[src/logic/power_mode_pkg.sv]
package power_mode_pkg;

  // ----------------------------------------------------------------
  // Power modes
  // ----------------------------------------------------------------
  typedef enum logic [3:0] {
    PM_RUN      = 4'h0,
    PM_SLEEP    = 4'h1,
    PM_LP_RUN   = 4'h2,
    PM_LP_SLEEP = 4'h3,
    PM_STOP0    = 4'h4,
    PM_STOP1    = 4'h5,
    PM_STOP2    = 4'h6,
    PM_STANDBY  = 4'h7,
    PM_SHUTDOWN = 4'h8
  } pmode_t;

  // ----------------------------------------------------------------
  // Clock limits in MHz
  // ----------------------------------------------------------------
  localparam logic [7:0] CPU_MAX_RANGE1_MHZ = 8'h50;  // 80 MHz
  localparam logic [7:0] CLK_MAX_RANGE2_MHZ = 8'h1a;  // 26 MHz
  localparam logic [7:0] CPU_MAX_LP_MHZ = 8'h02;      // 2 MHz
  localparam logic [7:0] PERIPH_MAX_LP_MHZ = 8'h10;   // 16 MHz fast oscillator

  // Sleep wake latency bound in clock cycles
  localparam int SLEEP_WAKE_MAX_CYCLES = 6;

  // ----------------------------------------------------------------
  // Pin synchroniser layout and idle values
  // ----------------------------------------------------------------
  localparam int NUM_WAKE_PINS = 5;
  localparam int SYN_NRST = 0;
  localparam int SYN_WAKE_LO = 1;
  localparam int SYN_BOR = 6;
  localparam int SYN_PVD = 7;
  localparam int SYN_PVM_LO = 8;
  localparam int NSYNC = 11;
  localparam logic [NSYNC-1:0] SYNC_RST_VAL = 11'h001;

  // I/O state encodings for standby and shutdown
  localparam logic [1:0] IO_FLOAT = 2'h0;
  localparam logic [1:0] IO_PULLUP = 2'h1;
  localparam logic [1:0] IO_PULLDOWN = 2'h2;

  // ----------------------------------------------------------------
  // Grouped control outputs
  // ----------------------------------------------------------------
  typedef struct packed {
    logic main_on;
    logic lp_on;
    logic ret_only;
  } regulator_ctl_t;

  typedef struct packed {
    logic cpu_en;
    logic flash_on;
    logic fast_osc_en;
    logic slow_clk_en;
    logic pll_allowed;
    logic usb_rng_en;
  } clock_ctl_t;

  typedef struct packed {
    logic hold_en;
    logic [1:0] pull;
  } io_ctl_t;

endpackage

[src/logic/power_mode_controller.sv]
// Behaviour
// Main regulator in run, sleep, stop0
// Low-power regulator in low-power and stop1/2
// Standby retention keeps low-power regulator on
// Shutdown, and standby without retention, power both regulators down
// Range 1 allows 80 MHz processor clock
// Range 2 limits all clocks to 26 MHz
// Low-power regulator alone means low-power run
// Low-power run: cpu 2 MHz, peripherals 16 MHz
// Brownout holds reset except in shutdown
// Threshold detector flags falling/rising crossings
// Report peripheral supplies within functional range
// Provide sleep, low-power, stop, standby, shutdown
// Sleep modes wake on interrupt within 6 cycles
// Low-power modes forbid PLL, USB, random generator
// Stop modes: flash off, slow clocks, freeze
// Standby/shutdown power off peripherals, hold I/O
// Standby/shutdown wake only from allowed sources
// Flash may power down when running from SRAM
// Each peripheral clock gated independently
// Start in run mode after reset
// Low-power sleep only from, back to, low-power run
// Sleep stops only the processor clock
// Mode register changes on request or wake
module power_mode_controller
  import power_mode_pkg::*;
#(
  parameter int NUM_PERIPH = 8
) (
  input wire logic ref_clk,
  input wire logic resetn,
  input wire logic enter_req,
  input wire pmode_t enter_mode,
  input wire logic vrange2_sel,
  input wire logic retention_en,
  input wire logic irq_event,
  input wire logic stop_wake_event,
  input wire logic independent_watchdog_event,
  input wire logic rtc_event,
  input wire logic exec_from_sram,
  input wire logic flash_pd_req,
  input wire logic [7:0] cpu_clk_req_mhz,
  input wire logic pvd_en,
  input wire logic pvd_on_fall,
  input wire logic pvd_on_rise,
  input wire logic [1:0] io_pull_sel,
  input wire logic [NUM_PERIPH-1:0] periph_clk_req,
  input wire logic [NUM_PERIPH-1:0] stop01_allow,
  input wire logic [NUM_PERIPH-1:0] stop2_allow,
  input wire logic [NUM_PERIPH-1:0] standby_allow,
  input wire logic reset_pin_n,
  input wire logic [NUM_WAKE_PINS-1:0] wakeup_pin,
  input wire logic supply_below_bor,
  input wire logic supply_below_pvd,
  input wire logic [2:0] pvm_low,
  output pmode_t mode,
  output regulator_ctl_t regulator,
  output clock_ctl_t clocks,
  output io_ctl_t io,
  output logic [7:0] cpu_max_mhz,
  output logic [7:0] periph_max_mhz,
  output logic clk_over_limit,
  output logic bor_reset,
  output logic pvd_event,
  output logic [2:0] pvm_ok,
  output logic [NUM_PERIPH-1:0] periph_clk_en,
  output logic [NUM_PERIPH-1:0] periph_frozen,
  output logic [NUM_PERIPH-1:0] periph_pwr_off
);

  // ----------------------------------------------------------------
  // Pin synchronisers with agreement filter
  // ----------------------------------------------------------------
  logic [NSYNC-1:0] pins;
  logic [NSYNC-1:0] s1_r;
  logic [NSYNC-1:0] s2_r;
  logic [NSYNC-1:0] s3_r;
  logic [NSYNC-1:0] filt_r;
  logic [NSYNC-1:0] filt_d_r;

  assign pins = {pvm_low, supply_below_pvd, supply_below_bor, wakeup_pin, reset_pin_n};

  // Three stages; filtered value moves once stages two and three agree
  for (genvar i = 0; i < NSYNC; i++) begin : g_sync
    always_ff @(posedge ref_clk or negedge resetn) begin
      if (!resetn) begin
        s1_r[i] <= SYNC_RST_VAL[i];
        s2_r[i] <= SYNC_RST_VAL[i];
        s3_r[i] <= SYNC_RST_VAL[i];
        filt_r[i] <= SYNC_RST_VAL[i];
        filt_d_r[i] <= SYNC_RST_VAL[i];
      end else begin
        s1_r[i] <= pins[i];
        s2_r[i] <= s1_r[i];
        s3_r[i] <= s2_r[i];
        if (s2_r[i] == s3_r[i]) begin
          filt_r[i] <= s3_r[i];
        end
        filt_d_r[i] <= filt_r[i];
      end
    end
  end

  // Decoded pin events
  logic nrst_low;
  logic bor_low;
  logic wake_pin_edge;
  logic pvd_fell;
  logic pvd_rose;
  assign nrst_low = ~filt_r[SYN_NRST];
  assign bor_low = filt_r[SYN_BOR];
  assign wake_pin_edge = |(filt_r[SYN_WAKE_LO +: NUM_WAKE_PINS] &
                           ~filt_d_r[SYN_WAKE_LO +: NUM_WAKE_PINS]);
  assign pvd_fell = filt_r[SYN_PVD] & ~filt_d_r[SYN_PVD];
  assign pvd_rose = ~filt_r[SYN_PVD] & filt_d_r[SYN_PVD];

  // ----------------------------------------------------------------
  // Mode state machine
  // ----------------------------------------------------------------
  pmode_t mode_r;
  pmode_t mode_nxt;
  logic run_entry_ok;
  logic lp_entry_ok;
  logic force_run;

  // Legal entry targets from each software-running mode
  assign run_entry_ok = enter_req && (enter_mode inside
    {PM_SLEEP, PM_LP_RUN, PM_STOP0, PM_STOP1, PM_STOP2, PM_STANDBY, PM_SHUTDOWN});
  assign lp_entry_ok = enter_req && (enter_mode inside
    {PM_RUN, PM_LP_SLEEP, PM_STOP1, PM_STOP2, PM_STANDBY, PM_SHUTDOWN});
  // Reset pin anywhere, brownout anywhere but shutdown
  assign force_run = nrst_low || (bor_low && mode_r != PM_SHUTDOWN);

  // Next mode
  always_comb begin
    mode_nxt = mode_r;
    if (force_run) begin
      mode_nxt = PM_RUN;
    end else begin
      case (mode_r)
        PM_RUN: begin
          if (run_entry_ok) mode_nxt = enter_mode;
        end
        PM_SLEEP: begin
          if (irq_event) mode_nxt = PM_RUN;
        end
        PM_LP_RUN: begin
          if (lp_entry_ok) mode_nxt = enter_mode;
        end
        PM_LP_SLEEP: begin
          if (irq_event) mode_nxt = PM_LP_RUN;
        end
        PM_STOP0, PM_STOP1, PM_STOP2: begin
          if (stop_wake_event) mode_nxt = PM_RUN;
        end
        PM_STANDBY: begin
          if (wake_pin_edge || rtc_event || independent_watchdog_event) mode_nxt = PM_RUN;
        end
        PM_SHUTDOWN: begin
          if (wake_pin_edge || rtc_event) mode_nxt = PM_RUN;
        end
        default: mode_nxt = PM_RUN;
      endcase
    end
  end

  // Mode register
  always_ff @(posedge ref_clk or negedge resetn) begin
    if (!resetn) begin
      mode_r <= PM_RUN;
    end else begin
      mode_r <= mode_nxt;
    end
  end

  assign mode = mode_r;

  // ----------------------------------------------------------------
  // Mode decode for the next cycle
  // ----------------------------------------------------------------
  logic nx_active;
  logic nx_lp;
  logic nx_stop;
  logic nx_off;
  logic nx_ret;
  regulator_ctl_t reg_nxt;
  clock_ctl_t clk_nxt;
  io_ctl_t io_nxt;
  logic [7:0] cpu_max_nxt;
  logic [7:0] periph_max_nxt;
  logic [NUM_PERIPH-1:0] allow_nxt;

  assign nx_active = mode_nxt inside {PM_RUN, PM_SLEEP, PM_LP_RUN, PM_LP_SLEEP};
  assign nx_lp = mode_nxt inside {PM_LP_RUN, PM_LP_SLEEP};
  assign nx_stop = mode_nxt inside {PM_STOP0, PM_STOP1, PM_STOP2};
  assign nx_off = mode_nxt inside {PM_STANDBY, PM_SHUTDOWN};
  assign nx_ret = (mode_nxt == PM_STANDBY) && retention_en;

  // Regulator selection
  assign reg_nxt.main_on = mode_nxt inside {PM_RUN, PM_SLEEP, PM_STOP0};
  assign reg_nxt.lp_on = nx_lp || (mode_nxt inside {PM_STOP1, PM_STOP2}) || nx_ret;
  assign reg_nxt.ret_only = nx_ret;

  // Clock and memory gating
  assign clk_nxt.cpu_en = mode_nxt inside {PM_RUN, PM_LP_RUN};
  assign clk_nxt.flash_on = nx_active && !(flash_pd_req && exec_from_sram);
  assign clk_nxt.fast_osc_en = nx_active;
  assign clk_nxt.slow_clk_en = mode_nxt != PM_SHUTDOWN;
  assign clk_nxt.pll_allowed = mode_nxt inside {PM_RUN, PM_SLEEP};
  assign clk_nxt.usb_rng_en = mode_nxt inside {PM_RUN, PM_SLEEP};

  // Frequency ceilings
  assign cpu_max_nxt = nx_lp ? CPU_MAX_LP_MHZ :
                       (vrange2_sel ? CLK_MAX_RANGE2_MHZ : CPU_MAX_RANGE1_MHZ);
  assign periph_max_nxt = nx_lp ? PERIPH_MAX_LP_MHZ :
                          (vrange2_sel ? CLK_MAX_RANGE2_MHZ : CPU_MAX_RANGE1_MHZ);

  // I/O hold state in the unpowered modes
  assign io_nxt.hold_en = nx_off;
  assign io_nxt.pull = nx_off ? io_pull_sel : IO_FLOAT;

  // Peripherals allowed to keep running in the current deep mode
  assign allow_nxt = (mode_nxt inside {PM_STOP0, PM_STOP1}) ? stop01_allow :
                     (mode_nxt == PM_STOP2) ? stop2_allow :
                     (mode_nxt == PM_STANDBY) ? standby_allow : '0;

  // ----------------------------------------------------------------
  // Registered control outputs
  // ----------------------------------------------------------------
  always_ff @(posedge ref_clk or negedge resetn) begin
    if (!resetn) begin
      regulator <= '{main_on: 1'b1, lp_on: 1'b0, ret_only: 1'b0};
      clocks <= '{cpu_en: 1'b1, flash_on: 1'b1, fast_osc_en: 1'b1, slow_clk_en: 1'b1,
                  pll_allowed: 1'b1, usb_rng_en: 1'b1};
      io <= '{hold_en: 1'b0, pull: IO_FLOAT};
      cpu_max_mhz <= CPU_MAX_RANGE1_MHZ;
      periph_max_mhz <= CPU_MAX_RANGE1_MHZ;
    end else begin
      regulator <= reg_nxt;
      clocks <= clk_nxt;
      io <= io_nxt;
      cpu_max_mhz <= cpu_max_nxt;
      periph_max_mhz <= periph_max_nxt;
    end
  end

  // Per-peripheral gating, freeze and power-off
  for (genvar p = 0; p < NUM_PERIPH; p++) begin : g_periph
    always_ff @(posedge ref_clk or negedge resetn) begin
      if (!resetn) begin
        periph_clk_en[p] <= 1'b0;
        periph_frozen[p] <= 1'b0;
        periph_pwr_off[p] <= 1'b0;
      end else begin
        periph_frozen[p] <= nx_stop && !allow_nxt[p];
        periph_pwr_off[p] <= nx_off && !allow_nxt[p];
        periph_clk_en[p] <= periph_clk_req[p] && (nx_active || allow_nxt[p]);
      end
    end
  end

  // ----------------------------------------------------------------
  // Supervisors
  // ----------------------------------------------------------------
  logic pvd_live;
  assign pvd_live = pvd_en && !(mode_r inside {PM_STANDBY, PM_SHUTDOWN});

  // Brownout hold, detector crossing pulse, clock ceiling check
  always_ff @(posedge ref_clk or negedge resetn) begin
    if (!resetn) begin
      bor_reset <= 1'b0;
      pvd_event <= 1'b0;
      clk_over_limit <= 1'b0;
    end else begin
      bor_reset <= bor_low && (mode_r != PM_SHUTDOWN);
      pvd_event <= pvd_live && ((pvd_fell && pvd_on_fall) || (pvd_rose && pvd_on_rise));
      clk_over_limit <= clk_nxt.cpu_en && (cpu_clk_req_mhz > cpu_max_nxt);
    end
  end

  // Supply in range when its monitor is not low
  assign pvm_ok = ~filt_r[SYN_PVM_LO +: 3];
endmodule

[config.mk]
export PLATFORM = sky130hd
export DESIGN_NAME = power_mode_controller
export DESIGN_NICKNAME = d
export VERILOG_FILES = /design/src/logic/power_mode_pkg.sv /design/src/logic/power_mode_controller.sv
export SDC_FILE = /design/constraint.sdc
export NUM_CORES = 1
export LEC_CHECK = 0
export BUFFER_PORTS_ARGS = -buffer_cell sky130_fd_sc_hd__buf_4
export CAP_MARGIN = 20
export CORE_ASPECT_RATIO = 0.6
export CORE_MARGIN = 3
export CORE_UTILIZATION = 54
export DETAILED_ROUTE_END_ITERATION = 6
export GPL_ROUTABILITY_DRIVEN = 1
export PLACE_DENSITY_LB_ADDON = 0.1
export SLEW_MARGIN = 5
export SYNTH_ARGS = -nofsm -noshare
export SYNTH_HDL_FRONTEND = slang
export SYNTH_SLANG_ARGS = --single-unit
[constraint.sdc]
create_clock -name ref_clk -period 6.6 [get_ports ref_clk]
set_input_delay 0 -clock ref_clk [delete_from_list [all_inputs] [get_ports ref_clk]]
set_output_delay 0 -clock ref_clk [all_outputs]
set_load 0.1 [all_outputs]
# Word level (Yosys, flattened, before mapping)
# Index checks and enable logic that the tools add are counted.
word_totals:
  input_bits: 71
  register_bits: 107
  elab_cells: 228
  out_inout_bits: 62
op_classes:
  n_mux: 16
  bitwise: 8
  n_eq_ne: 37
  magnitude_cmp: 1
  n_reduce_logical: 76
ops:
  columns: ["cell", "count"]
  rows:
  - ["4-bit by 3-bit equality test with 1-bit output, second input constant", 12]
  - ["1-bit logical AND", 35]
  - ["4-bit 2-to-1 mux", 8]
  - ["8-bit 2-to-1 mux", 4]
  - ["4-bit case mux with 7 select lines", 1]
  - ["4-bit by 2-bit equality test with 1-bit output, second input constant", 6]
  - ["1-bit logical OR", 14]
  - ["7-bit 2-to-1 mux", 2]
  - ["2-bit nonzero test", 7]
  - ["4-bit by 1-bit equality test with 1-bit output, second input constant", 3]
  - ["4-bit equality test, second input constant", 3]
  - ["4-bit logical NOT", 3]
  - ["1-bit equality test", 11]
  - ["1-bit logical NOT", 10]
  - ["8-bit greater-than comparator", 1]
  - ["4-bit != test, second input constant", 2]
  - ["7-bit nonzero test", 1]
  - ["3-bit nonzero test", 2]
  - ["6-bit nonzero test", 1]
  - ["5-bit AND", 1]
  - ["5-bit inverter", 1]
  - ["5-bit OR reduction", 1]
  - ["4-bit nonzero test", 1]
  - ["1-bit inverter", 3]
  - ["other kinds (4)", 5]

# Longest topological paths before layout
logic_depth:
  word_depth: 14
  depth_mapped: 16

# Least setup slack after synthesis
# OpenSTA, ideal clock, no wires.
synth_timing:
  path_kind: "reg2reg"
  from: "reg mode_r[2] (netlist: mode[2])"
  to: "reg clk_over_limit"
  setup_slack_ns: 3.046
  period_less_slack_ns: 3.554
  arrival_ns: 3.426
  t_required_ns: 6.472
  path_stages_with_launch: 17
  n_path_buf: 2
  setup_ns: 0.128
  cell_sequence: "dfrtp_1 buf_6 nand4b_4 or3_1 or2_1 a31o_1 buf_6 inv_4 nand3_1 nand2b_1 ha_1 nand2b_1 a21o_1 a211o_1 a21o_1 a21oi_1 nor3_1"
synth_via:
  elab_chain_len: 9
  elab_cells_between_ends: 30
  classes_between: "order compare: 1; eq/ne: 11; mux: 10; reduce/logical: 8"
synth_lines:
  columns: ["element", "line_no", "rtl"]
  rows:
  - ["from (decl)", "power_mode_controller.sv:120", "pmode_t mode_r;"]
  - ["from (signal assigned)", "power_mode_controller.sv:172", "mode_r <= mode_nxt;"]
  - ["4-bit by 3-bit equality test with 1-bit output / 4-bit != test (equally long branches)", "power_mode_controller.sv:140, power_mode_controller.sv:132", null]
  - ["3-bit OR reduction / 1-bit logical AND (equally long branches)", "power_mode_controller.sv:140, power_mode_controller.sv:132", null]
  - ["4-bit case mux with 7 select lines / 1-bit logical OR (equally long branches)", "power_mode_controller.sv:140, power_mode_controller.sv:132", null]
  - ["4-bit 2-to-1 mux *", "power_mode_controller.sv:137", "if (force_run) begin"]
  - ["4-bit by 2-bit equality test with 1-bit output", "power_mode_controller.sv:194", "assign nx_lp = mode_nxt inside {PM_LP_RUN, PM_LP_SLEEP};"]
  - ["2-bit nonzero test *", "power_mode_controller.sv:194", null]
  - ["8-bit 2-to-1 mux *", "power_mode_controller.sv:213", "assign cpu_max_nxt = nx_lp ? CPU_MAX_LP_MHZ :"]
  - ["net cpu_max_nxt[4]", "power_mode_controller.sv:189", "logic [7:0] cpu_max_nxt;"]
  - ["8-bit greater-than comparator *", "power_mode_controller.sv:277", "clk_over_limit <= clk_nxt.cpu_en && (cpu_clk_req_mhz > cpu_max_nxt);"]
  - ["1-bit logical AND *", "power_mode_controller.sv:277", null]
  - ["to (signal assigned)", "power_mode_controller.sv:277", null]
  - ["to (decl)", "power_mode_controller.sv:62", "output logic clk_over_limit,"]
# The timed path passes the listed nets; every way through them passes the cells marked *.
# A chain may end at the register's enable or synchronous reset.

# Worst setup path in the final report
layout_timing:
  from: "reg mode_r[0] (netlist: mode[0])"
  to: "reg clk_over_limit"
# The elaborated chain is that of the path after synthesis.

==> reports/metrics.csv <==
metric,value,unit
status,completed,
vias,2983,
Routed WL,9546,um
pin count of the biggest net entering global routing,67,
nets,555,
Mapped Cells,313,
CTS resizes,0,
Required @ worst endpoint,6.81,ns
gpl congestion,0.9313,
core area,6907,sq um
Worst slew margin,25.34,%
CP top delay family,compound AO/OA/AOI/OAI gates,
Die Wd,117.0,um
Max Freq,0.2560,GHz
Max Transition Viols Final,0,
CP Cell Sequence,nor4b_2 > nor4b_1 > a31oi_1 > a31o_1 > inv_4 > nand3_1 > nand2b_1 > ha_1 > nand2b_1 > a21o_1 > a211o_1 > a21o_1 > a21oi_1 > nor3_1,
area share of the largest cell type after synthesis,52.70,%
fin crit share,59.19,%
# Post-CTS Setup Buffers,0,
multi-input logic area,1274,sq um
crit end category,register,
HP Class,primary input to register,
Layout area overhead,41.56,%
Initial Utilization,57.75,%
CP max FO,26,
CP bufs+invs,1,
most frequent cell after synthesis,dfrtp_1,
global route total overflow,0,
Pleak,2.738,nW
final worst slack,2.694,ns
Fin. Hold Viols,0,
filler cell count,400,
register cell area after layout,2417,sq um
drt drc,0,
RSZ-0062 raised after global routing,no,
Die Y,72.58,um
Finish-stage setup viols,0,
vias per cell,5.206,
post-route clock skew,0.009050,ns
post-place setup slack,2.765,ns
"flops & latches, synth",96,
die area,8488,sq um
worst setup path category,register to register,
ranking of synthesized cells by area,"dfrtp_1, dfstp_2, o41ai_2, a211oi_1, maj3_1",
port bufs,123,
Peak VDD IR,224.5,uV
Avg Inst Size Synth,12.74,sq um
clk_lat worst skew,0.34,ns
# IOs,133,
# hold bufs at CTS,54,
proportion of layout cells with a drive suffix above 1,36.70,%
initial DRC count,187,
CTS tree,built,
vias in the first global route,3027,
CP arrival,4.12,ns
Routed WL per cell,16.66,um
first-pass GRT wire length,14930,um
setup_tns,0,ns
Pre-Repair DR Iteration Count,4,
maxcap violations,0,
Synth top cells by count,"dfrtp_1, inv_1, a211oi_1",
Worst-Margin Slew,1.120,ns
"FFs w/ async S/R, synth",100.0,%
synth warn,0,
Antenna Violating Nets Remaining,0,
Inserted Clock Buffers,9,
CP Launch Type,register,
clock slew at reported path FFs,0.07,ns
Syn Std Cell Area,3989,sq um
Rows,23,
post-layout min period,3.906,ns
total global routing track utilization,23.38,%
clk root buf,clkbuf_16,
Pwr Density,250.9,nW/um^2
"Seq/Total Area, Yosys",60.60,%
Worst path max stage delay,0.60,ns
"Distinct cells, synth",54,
post-DP HPWL,6255,um
Max Root-Sink Buffers,2,
largest area contributor in the netlist,dfrtp_1,
CP max stage cell,a31o_1,
Synth Flop Type,dfrtp_1,
CTS HTree Levels,3,
initial antenna violation count,0,
Clock Sinks,96,
Post-synth EDFFs,0,
==> per-layer routing <==
metal | share of wire, % | GRT usage (%) | up-vias
met2 | 46 | 34.91 | 150
met1 | 43 | 31.49 | 1412
met3 | 8.9 | 7.954 | 22
li1 | - | - | 1399
met5 | 0 | 0 | -
met4 | 2.2 | 10.18 | 0
==> logic make-up (layout without fill, tap and decap cells) <==
logic type / count (synthesis) / after routing / share of synthesized area (%)
AOI/OAI and AO/OA: 64 / 64 / 13.77
xor gates and xnor gates: 1 / 1 / 0.2196
and+or+nand+nor: 84 / 84 / 12.92
other: 2 / 10 / 0.1883
DFF: 96 / 96 / 60.60
adders and majority gates: 15 / 15 / 4.015
buffers and inverters: 51 / 216 / 8.281
==> stage by stage <==
stage	hold WS (ns)	util (%)	instances	instance area (sq um)	power, mW
floorplan	-0.2956	-	320	4015	0.8288
global placement	-0.04753	69.75	502	4817	0.9018
detailed placement	-0.03731	69.75	502	4817	0.9061
CTS	0.008824	81.72	572	5644	1.429
global route	0.02316	81.72	572	5644	1.474
finish	0.02525	81.76	573	5647	1.417
==> worst register-to-register path, stage by stage (launching register included) <==
cell and delay [ns]:
dfrtp_1 0.52, nor4b_2 0.43, nor4b_1 0.33, a31oi_1 0.08, a31o_1 0.60, inv_4 0.36, nand3_1 0.20, nand2b_1 0.23
ha_1 0.16, nand2b_1 0.05, a21o_1 0.17, a211o_1 0.29, a21o_1 0.18, a21oi_1 0.12, nor3_1 0.06
==> state kept, by name, summed over array words and instances, names as in the netlist, 3 cells and up <==
signal          flops
periph_clk_en       8
periph_frozen       8
cpu_max_mhz         3
regulator           3
filt_r             10
s3_r               11
periph_pwr_off      8
s2_r               11
s1_r               11
filt_d_r            6
io                  3
clocks              5
mode                4
==> layout by cell type (no fill, tap or decap), drive strengths merged, types with 2 or more instances in the layout <==
| cell | instances |
|---|---|
| a211oi | 16 |
| a21boi | 2 |
| a21o | 4 |
| a21oi | 6 |
| a31oi | 2 |
| buf | 124 |
| clkbuf | 9 |
| clkinvlp | 2 |
| conb | 9 |
| dfrtp | 84 |
| dfstp | 12 |
| dlygate4sd3 | 54 |
| ha | 4 |
| inv | 26 |
| maj3 | 11 |
| nand2 | 15 |
| nand2b | 7 |
| nand3 | 9 |
| nand3b | 2 |
| nand4 | 2 |
| nand4b | 2 |
| nor2 | 20 |
| nor2b | 4 |
| nor3 | 9 |
| nor4b | 5 |
| nor4bb | 3 |
| o21a | 9 |
| o21ai | 5 |
| o31ai | 6 |
| o32ai | 2 |
| o41ai | 8 |
==> final cells by class <==
| cell class | instances | area share [%] |
|---|---|---|
| Antenna cell | 1 | 0.04432 |
| Clock buffer | 9 | 3.988 |
| Clock inverter | 7 | 1.086 |
| Inverter | 22 | 1.529 |
| Multi-Input combinational cell | 173 | 22.56 |
| Sequential cell | 96 | 42.81 |
| Tap cell | 87 | 1.928 |
| Timing Repair Buffer | 178 | 26.06 |
==> worst paths after layout <==
kind | startpoint | to | slack (ns) | cells past startpoint
min in group asynchronous | resetn | periph_clk_en[4]$_DFF_PN0_ | 0.13 | 2
hold reg to reg | s1_r[3]$_DFF_PN0_ | s2_r[3]$_DFF_PN0_ | 0.35 | 0
max in group asynchronous | resetn | filt_r[9]$_DFFE_PN0N_ | 5.37 | 3
setup / recovery | mode[0]$_DFF_PN0_ | clk_over_limit$_DFF_PN0_ | 2.69 | 14
hold / removal | stop01_allow[5] | periph_frozen[5]$_DFF_PN0_ | 0.03 | 3
setup reg to reg | mode[0]$_DFF_PN0_ | clk_over_limit$_DFF_PN0_ | 2.69 | 14
==> report_power, final <==
group	switching [mW]	internal (mW)	total (mW)
sequential	0.0169	0.622	0.639
combinational	0.192	0.0889	0.281
clock	0.234	0.263	0.497
No activity file was read; power rests on OpenSTA's default activity.
